## src/logic/sacc_regs.svh

```systemverilog
`ifndef SACC_REGS_SVH
`define SACC_REGS_SVH
// apb register byte addresses
`define SACC_CTRL_ADDR 12'h000
`define SACC_TIMING_ADDR 12'h004
`define SACC_STATUS_ADDR 12'h008
`define SACC_RESULT_ADDR 12'h00C
`define SACC_IRQ_STAT_ADDR 12'h010
`define SACC_IRQ_MASK_ADDR 12'h014
// ctrl fields
`define SACC_CTRL_RES_LSB 0
`define SACC_CTRL_PWR_BIT 2
`define SACC_CTRL_NOCAL_BIT 3
`define SACC_CTRL_REF_BIT 4
`define SACC_CTRL_CHAN_LSB 8
`define SACC_CTRL_GO_BIT 16
`define SACC_CTRL_RESET 32'h0000_0000
// timing fields
`define SACC_TIM_DIV_LSB 0
`define SACC_TIM_ACQ_LSB 8
`define SACC_TIMING_RESET 32'h0000_0000
// status bits
`define SACC_ST_BUSY_BIT 0
`define SACC_ST_SAMPLE_BIT 1
`define SACC_ST_VALID_BIT 2
`define SACC_ST_CAL_BIT 3
`define SACC_ST_PWR_BIT 4
// irq bits: 0 done, 1 power-up calibration done
`define SACC_IRQ_WIDTH 2
// timing counts
`define SACC_DIV_MULT 4
`define SACC_SAMPLE_BASE 2
`define SACC_POSTCAL_CYC 2
`define SACC_PWRUP_CAL_CYC 3840
`endif

```

## src/logic/sacc_pkg.sv

```systemverilog
package sacc_pkg;
	typedef enum logic [2:0] {
		SACC_PWRUP = 3'b000,
		SACC_IDLE = 3'b001,
		SACC_SAMPLE = 3'b010,
		SACC_DISTRIB = 3'b011,
		SACC_POSTCAL = 3'b100
	} sacc_state_e;
	typedef enum logic [1:0] {
		SACC_RES_10 = 2'b00,
		SACC_RES_12 = 2'b01,
		SACC_RES_8 = 2'b10,
		SACC_RES_UNUSED = 2'b11
	} sacc_res_e;
endpackage

```

## src/logic/sacc_clkdiv.sv

```systemverilog
`timescale 1ns/100ps
// conversion clock tick: one pulse every 4*(1+div) host clocks
module sacc_clkdiv #(
	parameter int DIV_W = 8
) (
	input wire logic pclk,
	input wire logic presetn,
	input wire logic clk_en,
	input wire logic restart,
	input wire logic [DIV_W-1:0] div_value,
	output logic tick
);
	logic [DIV_W+1:0] cnt_q;
	wire [DIV_W+1:0] period_m1 = {div_value, 2'b11};
	wire at_end = (cnt_q >= period_m1);

	always_ff @(posedge pclk or negedge presetn) begin
		if (!presetn) begin
			cnt_q <= '0;
			tick <= 1'b0;
		end else if (clk_en) begin
			tick <= at_end && !restart;
			cnt_q <= (at_end || restart) ? '0 : cnt_q + 1'b1;
		end
	end
endmodule

```

## src/logic/sacc_ctrl.sv

```systemverilog
// Chosen here: the APB interface to the registers and the placing of the registers.
`timescale 1ns/100ps
`include "sacc_regs.svh"
module sacc_ctrl
	import sacc_pkg::*;
#(
	parameter int PWRUP_CAL_CYC = `SACC_PWRUP_CAL_CYC
) (
	input wire logic pclk,
	input wire logic presetn,
	input wire logic clk_en,
	input wire logic psel,
	input wire logic penable,
	input wire logic pwrite,
	input wire logic [11:0] paddr,
	input wire logic [31:0] pwdata,
	output logic [31:0] prdata,
	output logic pready,
	output logic pslverr,
	input wire logic [11:0] sar_value,
	output logic [11:0] result,
	output logic [4:0] channel_select,
	output logic busy,
	output logic sampling,
	output logic value_ready,
	output logic calibrating,
	output logic comparator_on,
	output logic sample_hold,
	output logic reference_select_pin,
	output logic irq
);
	import sacc_pkg::*;

	function automatic logic [3:0] res_bits(input logic [1:0] code);
		unique case (code)
			SACC_RES_10: res_bits = 4'd10;
			SACC_RES_8: res_bits = 4'd8;
			default: res_bits = 4'd12;
		endcase
	endfunction

	function automatic logic [11:0] justify(input logic [11:0] v, input logic [1:0] code);
		unique case (code)
			SACC_RES_8: justify = {v[11:4], 4'h0};
			SACC_RES_10: justify = {v[11:2], 2'b00};
			default: justify = v;
		endcase
	endfunction

	logic [31:0] ctrl_q;
	logic [31:0] timing_q;
	logic [`SACC_IRQ_WIDTH-1:0] irq_stat_q;
	logic [`SACC_IRQ_WIDTH-1:0] irq_mask_q;
	sacc_state_e state_q;
	logic [11:0] cnt_q;
	logic [1:0] res_q;
	logic nocal_q;
	logic pwr_keep_q;
	logic [7:0] div_q;
	logic [7:0] acq_q;
	logic go_q;

	// apb decode
	wire apb_acc = psel && penable;
	wire apb_wr = apb_acc && pwrite;
	wire hit_ctrl = paddr == `SACC_CTRL_ADDR;
	wire hit_tim = paddr == `SACC_TIMING_ADDR;
	wire hit_stat = paddr == `SACC_STATUS_ADDR;
	wire hit_res = paddr == `SACC_RESULT_ADDR;
	wire hit_is = paddr == `SACC_IRQ_STAT_ADDR;
	wire hit_im = paddr == `SACC_IRQ_MASK_ADDR;
	wire hit_any = hit_ctrl || hit_tim || hit_stat || hit_res || hit_is || hit_im;
	// write of go bit is the one-cycle start pulse
	wire start = apb_wr && hit_ctrl && pwdata[`SACC_CTRL_GO_BIT];

	wire [1:0] res_in = ctrl_q[`SACC_CTRL_RES_LSB +: 2];
	wire [7:0] div_in = timing_q[`SACC_TIM_DIV_LSB +: 8];
	wire [7:0] acq_in = timing_q[`SACC_TIM_ACQ_LSB +: 8];

	// divider uses captured value while converting
	wire in_conv = (state_q == SACC_SAMPLE) || (state_q == SACC_DISTRIB)
		|| (state_q == SACC_POSTCAL);
	wire [7:0] div_use = in_conv ? div_q : div_in;
	wire tick;

	sacc_clkdiv #(.DIV_W(8)) u_div (
		.pclk(pclk),
		.presetn(presetn),
		.clk_en(clk_en),
		.restart(go_q),
		.div_value(div_use),
		.tick(tick)
	);

	wire [11:0] sample_len = 12'(`SACC_SAMPLE_BASE) + {4'h0, acq_q};
	wire [11:0] dist_len = {8'h0, res_bits(res_q)};
	wire [11:0] cnt_inc = cnt_q + 12'd1;
	wire conv_done = tick && ((state_q == SACC_POSTCAL && cnt_inc == 12'(`SACC_POSTCAL_CYC))
		|| (state_q == SACC_DISTRIB && cnt_inc == dist_len && nocal_q));
	wire cal_done = tick && state_q == SACC_PWRUP && cnt_inc == 12'(PWRUP_CAL_CYC);
	wire [`SACC_IRQ_WIDTH-1:0] irq_ev = {cal_done, conv_done};

	wire [31:0] status_word = {27'h0, comparator_on, calibrating, value_ready, sampling, busy};
	wire [31:0] rd_mux = hit_ctrl ? {15'h0, 1'b0, ctrl_q[15:0]} :
		hit_tim ? timing_q :
		hit_stat ? status_word :
		hit_res ? {20'h0, result} :
		hit_is ? {30'h0, irq_stat_q} :
		hit_im ? {30'h0, irq_mask_q} : 32'h0000_0000;

	always_ff @(posedge pclk or negedge presetn) begin
		if (!presetn) begin
			ctrl_q <= `SACC_CTRL_RESET;
			timing_q <= `SACC_TIMING_RESET;
			irq_mask_q <= '0;
			prdata <= 32'h0000_0000;
			pready <= 1'b0;
			pslverr <= 1'b0;
		end else if (clk_en) begin
			pready <= psel && !penable;
			pslverr <= psel && !penable && !hit_any;
			if (psel && !penable && !pwrite)
				prdata <= rd_mux;
			if (apb_wr && hit_ctrl)
				ctrl_q <= {16'h0, pwdata[15:0]};
			if (apb_wr && hit_tim)
				timing_q <= {16'h0, pwdata[15:0]};
			if (apb_wr && hit_im)
				irq_mask_q <= pwdata[`SACC_IRQ_WIDTH-1:0];
		end
	end

	// sticky events; set wins over write-one-to-clear
	always_ff @(posedge pclk or negedge presetn) begin
		if (!presetn) begin
			irq_stat_q <= '0;
			irq <= 1'b0;
		end else if (clk_en) begin
			irq_stat_q <= (irq_stat_q & ~((apb_wr && hit_is) ?
				pwdata[`SACC_IRQ_WIDTH-1:0] : '0)) | irq_ev;
			irq <= |((irq_stat_q | irq_ev) & irq_mask_q);
		end
	end

	// capture settings and start registered on the host clock edge
	always_ff @(posedge pclk or negedge presetn) begin
		if (!presetn) begin
			go_q <= 1'b0;
			res_q <= 2'b00;
			nocal_q <= 1'b0;
			pwr_keep_q <= 1'b0;
			div_q <= 8'h00;
			acq_q <= 8'h00;
			channel_select <= 5'h00;
		end else if (clk_en) begin
			go_q <= start;
			if (start) begin
				res_q <= pwdata[`SACC_CTRL_RES_LSB +: 2];
				nocal_q <= pwdata[`SACC_CTRL_NOCAL_BIT];
				pwr_keep_q <= pwdata[`SACC_CTRL_PWR_BIT];
				channel_select <= pwdata[`SACC_CTRL_CHAN_LSB +: 5];
				div_q <= div_in;
				acq_q <= acq_in;
			end
		end
	end

	// conversion sequencer; a new start aborts the running one
	always_ff @(posedge pclk or negedge presetn) begin
		if (!presetn) begin
			state_q <= SACC_PWRUP;
			cnt_q <= 12'h000;
			busy <= 1'b0;
			sampling <= 1'b0;
			value_ready <= 1'b0;
			calibrating <= 1'b1;
			comparator_on <= 1'b1;
			sample_hold <= 1'b0;
			result <= 12'h000;
		end else if (clk_en) begin
			if (go_q) begin
				state_q <= SACC_SAMPLE;
				cnt_q <= 12'h000;
				busy <= 1'b1;
				sampling <= 1'b1;
				sample_hold <= 1'b1;
				value_ready <= 1'b0;
				comparator_on <= 1'b1;
			end else if (tick) begin
				unique case (state_q)
					SACC_PWRUP: begin
						cnt_q <= cnt_inc;
						if (cal_done) begin
							state_q <= SACC_IDLE;
							calibrating <= 1'b0;
							comparator_on <= 1'b0;
						end
					end
					SACC_IDLE: cnt_q <= 12'h000;
					SACC_SAMPLE: begin
						cnt_q <= cnt_inc;
						if (cnt_inc == sample_len) begin
							state_q <= SACC_DISTRIB;
							cnt_q <= 12'h000;
							sampling <= 1'b0;
							sample_hold <= 1'b0;
						end
					end
					SACC_DISTRIB: begin
						cnt_q <= cnt_inc;
						if (cnt_inc == dist_len) begin
							cnt_q <= 12'h000;
							state_q <= nocal_q ? SACC_IDLE : SACC_POSTCAL;
						end
					end
					SACC_POSTCAL: cnt_q <= cnt_inc;
					default: state_q <= SACC_IDLE;
				endcase
				if (conv_done) begin
					state_q <= SACC_IDLE;
					busy <= 1'b0;
					value_ready <= 1'b1;
					result <= justify(sar_value, res_q);
					comparator_on <= pwr_keep_q;
				end
			end
		end
	end

	// reference select follows the control bit
	always_ff @(posedge pclk or negedge presetn) begin
		if (!presetn)
			reference_select_pin <= 1'b0;
		else if (clk_en)
			reference_select_pin <= ctrl_q[`SACC_CTRL_REF_BIT];
	end
endmodule

```

## config.mk

```make
export PLATFORM = sky130hd
export DESIGN_NAME = sacc_ctrl
export DESIGN_NICKNAME = d
export VERILOG_FILES = /design/src/logic/sacc_pkg.sv /design/src/logic/sacc_clkdiv.sv /design/src/logic/sacc_ctrl.sv
export VERILOG_INCLUDE_DIRS = /design/src /design/src/logic
export SDC_FILE = /design/constraint.sdc
export NUM_CORES = 1
export LEC_CHECK = 0
export BUFFER_PORTS_ARGS = -buffer_cell sky130_fd_sc_hd__buf_2
export CORE_MARGIN = 3
export CORE_UTILIZATION = 45
export CTS_CLUSTER_DIAMETER = 200
export DETAILED_ROUTE_END_ITERATION = 12
export PLACE_DENSITY = 0.66
export SETUP_SLACK_MARGIN = 0.1
export SYNTH_ARGS = -nofsm -noshare
export SYNTH_HDL_FRONTEND = slang
export SYNTH_HIERARCHICAL = 1
export SYNTH_SLANG_ARGS = --single-unit
```

## constraint.sdc

```tcl
create_clock -name pclk -period 5.7 [get_ports pclk]
set_clock_uncertainty 0.15 [all_clocks]
set_input_delay 1.14 -clock pclk [delete_from_list [all_inputs] [get_ports pclk]]
set_output_delay 1.14 -clock pclk [all_outputs]
set_load 0.02 [all_outputs]
```

==> metrics, run 1 <==
Worst Hold Path EP comparator_on; Max-Cap Viols 0; CTS tree yes; Net Sw Frac 0.332; Reg clk slew, reported paths 0.06 ns; first-pass GRT wire length 27500 µm; Yosys Warn Count 6; CP required 5.86 ns; status finished clean; CTS H-tree depth 4; via count 5315; GRT Util Overall 0.205; Synth Area in Compound Gates 0.134; Hold Crit Depth 2; num rows 44; Combinational Power Share 0.243; Worst Setup Start Kind flip-flop; Flop pwr share 0.380; worst setup path class flip-flop to flip-flop; largest family of logic cells by synthesized area simple AND/OR/NAND/NOR gates; cell area after synthesis 0.00700 mm²; Simple-Gate Fraction of Synth Area 0.153; drt first-iter violations 472; remaining routing DRC violations 0; Cell Int Power 2.02 mW; max_slew headroom 0.360; DR pass1 iterations 5; WP buf/inv 0; number of global-route vias before repair 5399; Skew-Pair Late Insertion Delay 0.42 ns; R2R depth 8; Max Root-Sink Buffers 2; number of port buffers 89; Hold Path Class flip-flop to flip-flop; xor and xnor area share after synthesis 0.0340; pin count of the biggest net entering global routing 53; clk sinks 125; Core ar. 0.0149 mm²; crit path capture type flip-flop; Slew @ Worst Pin 0.958 ns; RR Startpoint cnt_q[0]; antenna-violating nets left 0; ys async rst share 1.00; P per Cell Area 376 mW/mm²; mux cell area share after synthesis 0.145; WL per Instance 18.0 µm; Total Power 3.03 mW; Initial Util 0.471; Critical-path top delay cell nor4_1; crit-path cells ha_1 > nand3_1 > o21ai_0 > o2111ai_1 > nor4_1 > a221oi_1 > a21oi_1 > mux2_2; Mapped Cells 650; post-route minimum period 3.88 ns; Synth Area in Adders 0.0232; total CTS buffers 17; setup TNS 0 ns; RSZ-0062 raised after global routing false; ANT cells 0; Layout area overhead 15.0%; Worst path max stage delay 0.88 ns; FF+latch count, synth 125; post-synthesis sequential area ratio 0.447; Post-DP HPWL 12000 µm; CP Data Arrival Time 4.04 ns; Setup violations, final 0; period utilisation layout 0.681; Synth Flop Type dfrtp_1; number of flops mapped to enable cells by yosys 0; Multi-input gate area 0.00349 mm²; die footprint 0.0171 mm²; RePlAce Congestion 0.879; CP Max Fanout 16; root buf cell clkbuf_16; Leak 3.82 nW; IO Count 121; Fin. Hold Viols 0; Worst R2R End state_q[2]; Psw 1.01 mW; layout cells sized above 1 0.318; final WL 16600 µm; Filler Cell Count 1276; setup bufs post-CTS 0; Yosys cell types 84; Fmax 258 MHz; mean post-synth cell area 10.8 µm²; Layout Nets 800; Crit path max-delay family simple AND/OR/NAND/NOR gates; mean number of vias per cell 5.76; r2r setup slk 1.82 ns; DIE HEIGHT 131 µm; sequential cell area 0.00313 mm²; clock power share 0.377; CTS-repair resized insts 0; initial antenna violation count 0; Die W 131 µm; Slew Viols, Final 0; maximum vdd ir drop 0.227 mV; Hold Path Origin comparator_on; Post-CTS Hold Buffers 0; total gr overflow 0
-- layout make-up --
class                           instances  area share
Clock buffer                           18      0.0533
Clock inverter                         14      0.0241
Inverter                               21      0.0101
Multi-Input combinational cell        464       0.433
Sequential cell                       125       0.389
Tap cell                              184      0.0286
Timing Repair Buffer                   96      0.0622
-- worst register-to-register path, cell delays in order (launching register included) --
cell and delay (ns):
dfrtp_1 0.70, ha_1 0.55, nand3_1 0.27, o21ai_0 0.18, o2111ai_1 0.31, nor4_1 0.88
a221oi_1 0.16, a21oi_1 0.21, mux2_2 0.36
-- routing by layer --
metal | vias up | wire length, µm | part of all wire | GRT usage
met5 | - | 0 | 0 | 0
met4 | 0 | 199 | 0.012 | 0.0538
met3 | 20 | 843 | 0.051 | 0.0484
met2 | 174 | 8170 | 0.49 | 0.344
met1 | 2629 | 7410 | 0.45 | 0.270
li1 | 2492 | - | - | -
-- worst max path at each step --
stage,startpoint,endpoint,slack [ns],depth (start not counted)
after global routing,cnt_q[0],state_q[2],1.54,8
after floorplan,paddr[9],timing_q[10],2.35,9
after CTS,cnt_q[0],state_q[2],1.87,8
after global placement,paddr[9],div_q[0],1.76,10
after detailed placement,paddr[9],div_q[6],1.72,10
final,cnt_q[0],state_q[2],1.82,8
-- kinds of logic after synthesis --
| group | after synthesis |
|---|---|
| adder cells (fa/ha/maj) | 13 |
| multiplexers | 83 |
| AO/OA/AOI/OAI | 128 |
| AND/OR/NAND/NOR | 200 |
| flip-flops | 125 |
| XOR/XNOR | 24 |
| buffers and inverters | 76 |
| other | 1 |
-- cell usage in the layout (no fill, tap or decap), drive strengths merged, types with 4 or more instances in the layout --
cell type    n
nor2b        8
ha          13
clkinv       7
nand4        7
a22o         4
bufinv       4
a31oi       12
a22oi       11
and2         5
nand3       16
xnor2       15
o211ai       6
xor2         7
o21ai       31
conb        16
nor3        12
o221ai       5
nand3b       5
buf         96
nor2        38
mux2        81
and3         9
nand2       67
dfrtp      123
clkbuf      18
nor4        11
o2111ai      4
a21oi       15
inv         22
o31ai        4
a21o         5
-- per-stage QoR --
step / worst slack, ns / util / std cells / instance area (µm²) / hold WS, ns
2_1_floorplan: 2.35 / - / 665 / 7060 / 0.303
5_1_grt: 1.54 / 0.542 / 922 / 8050 / 0.361
4_1_cts: 1.87 / 0.542 / 922 / 8050 / 0.347
3_3_place_gp: 1.76 / 0.500 / 890 / 7430 / 0.333
6_report: 1.82 / 0.542 / 922 / 8050 / 0.342
3_5_place_dp: 1.72 / 0.500 / 890 / 7430 / 0.338
-- cell usage after synthesis, types with 3 or more instances --
master	instances	share of area
a21o_1	5	0.0054
a21oi_1	15	0.011
a221oi_1	3	0.0038
a222oi_1	3	0.0043
a22o_1	4	0.0050
a22oi_1	11	0.012
a31oi_1	12	0.011
and2_1	4	0.0036
and3_1	8	0.0071
and4_1	3	0.0038
buf_2	10	0.0071
buf_4	21	0.023
buf_6	7	0.011
clkbuf_1	16	0.0086
dfrtp_1	123	0.44
ha_1	13	0.023
inv_1	19	0.010
mux2_2	60	0.097
mux2_4	21	0.045
nand2_1	65	0.035
nand2b_1	3	0.0027
nand3_1	15	0.011
nand3b_1	5	0.0054
nand4_1	6	0.0054
nand4b_1	3	0.0038
nor2_1	38	0.020
nor2b_1	8	0.0071
nor3_1	11	0.0079
nor4_1	8	0.0071
o2111ai_1	4	0.0050
o211ai_1	6	0.0064
o21ai_0	26	0.019
o21ai_1	4	0.0029
o221ai_1	5	0.0063
o22ai_1	3	0.0027
o31ai_1	4	0.0043
xnor2_1	15	0.019
xor2_1	7	0.0088
-- power by group through the flow --
stage               Combinational (mW)  Clock [mW]  Sequential (mW)
finish                           0.735        1.14             1.15
global route                     0.807        1.20             1.17
CTS                              0.738        1.16             1.15
detailed placement               0.736           0             1.16
global placement                 0.712           0             1.16
floorplan                        0.530           0             1.17
-- registers in the layout, summed over array words and instances, names as in the netlist, 2 cells and up --
| name | cells |
|---|---|
| res_q | 2 |
| ctrl_q | 16 |
| state_q | 3 |
| cnt_q | 12 |
| prdata | 16 |
| channel_select | 5 |
| irq_stat_q | 2 |
| irq_mask_q | 2 |
| result | 12 |
| u_div/cnt_q | 10 |
| div_q | 8 |
| acq_q | 8 |
| timing_q | 16 |
(Power assumes the default switching activity.)
==> run 2, diff against run 1 <==
--- a/config.mk
+++ b/config.mk
@@ -11,7 +11,7 @@
 export CORE_UTILIZATION = 45
 export CTS_CLUSTER_DIAMETER = 200
 export DETAILED_ROUTE_END_ITERATION = 12
-export PLACE_DENSITY = 0.66
+export PLACE_DENSITY = 0.69
 export SETUP_SLACK_MARGIN = 0.1
 export SYNTH_ARGS = -nofsm -noshare
 export SYNTH_HDL_FRONTEND = slang
==> constraint.sdc (replaced) <==
create_clock -name pclk -period 3.5 [get_ports pclk]
set_clock_uncertainty 0.15 [all_clocks]
set_input_delay 0.7 -clock pclk [delete_from_list [all_inputs] [get_ports pclk]]
set_output_delay 0.7 -clock pclk [all_outputs]
set_load 0.02 [all_outputs]
==> run 2 against run 1 <==
  * Die area did not move
  * Critical endpoint unchanged
  * Via count rose by 1.3%
  * Maximum frequency rose by 22%
  * Total power rose by 59%
  * Combinational power rose by 85%
  * Critical path type unchanged
  * Largest power group unchanged
  * First-iteration DRC count fell by 3.4%
==> metrics, run 2 (synthesis results as in run 1) <==
dpl cell area 0.00755 mm²; total CTS buffers 17; pin count of the biggest net entering global routing 126; Finished Layout Cells 935; Reg clk slew, reported paths 0.06 ns; Setup violations, final 0; Slew @ Worst Pin 0.970 ns; crit-path cells nand2_1 > nor4_2 > o2111ai_1 > nor4_1 > a221oi_1 > a21oi_1 > mux2_2; dpl cells 904; Final Cell Area 0.00810 mm²; WP buf/inv 0; Layout area overhead 15.7%; RR Startpoint cnt_q[3]; Critical-path top delay cell dfrtp_1; final WL 17000 µm; worst setup margin 0.321 ns; clk sinks 125; Hold Path Class primary input to async pin; Initial Util 0.471; leading cell type in the layout, fill and taps excluded dfrtp_1; Layout Nets 814; Skew-Pair Late Insertion Delay 0.43 ns; initial antenna violation count 0; most frequent cells in the layout 123 x dfrtp_1, 88 x buf_2, 65 x nand2_1, 60 x mux2_2, 37 x nor2_1; first-pass GRT wire length 27800 µm; Leak 3.84 nW; DIE HEIGHT 131 µm; worst setup path class flip-flop to flip-flop; P per Cell Area 595 mW/mm²; Max-Cap Viols 0; ANT cells 0; IO Count 121; Fmax 315 MHz; total gr overflow 0; Core ar. 0.0149 mm²; layout cells sized above 1 0.330; number of port buffers 89; CTS H-tree depth 4; met1 Use GR 0.276; GR peak layer met2; RSZ-0062 raised after global routing false; setup bufs post-CTS 0; drt first-iter violations 456; Post-DP HPWL 12100 µm; Post-CTS Hold Buffers 0; Total Power 4.82 mW; max_slew headroom 0.352; worst setup path start cnt_q[3]; final core occ 0.545; Slew Viols, Final 0; maximum vdd ir drop 0.475 mV; Worst path max stage delay 0.64 ns; remaining routing DRC violations 0; met2 usage 0.338; CP required 3.66 ns; root buf cell clkbuf_16; hold slack final 0.190 ns; crit path capture type flip-flop; status finished clean; top flop regs ctrl_q x16, prdata x16, timing_q x16; mean number of vias per cell 5.76; antenna-violating nets left 0; WL per Instance 18.1 µm; setup TNS 0 ns; CP Max Fanout 16; GRT Util Overall 0.207; pre-CTS setup slack 0.244 ns; RePlAce Congestion 0.899; Crit path max-delay family simple AND/OR/NAND/NOR gates; Fin. Hold Viols 0; Worst Setup Start Kind flip-flop; period utilisation layout 0.908; number of global-route vias before repair 5446; num rows 44; Max Root-Sink Buffers 2; M3 GR Usage 0.0484; post-route minimum period 3.18 ns; DR pass1 iterations 5; CTS tree yes; Die W 131 µm; via count 5383; die footprint 0.0171 mm²; CP Data Arrival Time 3.34 ns
run 2: changes by cell type in the layout (fill, tap and decap cells not counted), sizes merged:
cell      change
buf          +14
clkbuf        +1
clkinvlp      +4
bufinv        -3
clkinv        -3
run 2: path summary, 6_finish.rpt:
check / endpoint / slack [ns] / depth (start not counted)
worst min-delay path: result[0] / 0.19 / 2
max in group asynchronous: timing_q[7] / 2.46 / 2
worst min register to register: reference_select_pin / 0.35 / 1
min in group pclk: result[10] / 0.35 / 2
worst max register to register: state_q[2] / 0.32 / 7
worst max-delay path: state_q[2] / 0.32 / 7
run 2: metal layers:
metal / wire, µm / share of wire
met5: 0 / 0
met4: 235 / 0.014
met3: 779 / 0.046
met2: 8290 / 0.49
met1: 7660 / 0.45
run 2: repair_timing:
| action | CTS | global route |
|---|---|---|
| resized for setup | 0 | 1 |
| hold endpoints to repair | 0 | 0 |
| setup endpoints to repair | 0 | 8 |
run 2: final cells by class:
type,instances,area [µm²]
clock buffer,19,433
fill,1297,6760
clock inverter,12,119
sequential,125,3130
inverter,21,81.3
tap,184,230
timing repair buffer,110,618
multi-input combinational,464,3490
run 2: power by group:
part	leakage, nW	switching, mW	internal, mW	total [mW]
clock	0.248	0.674	0.975	1.65
combinational	1.93	0.817	0.547	1.36
sequential	1.67	0.187	1.62	1.81
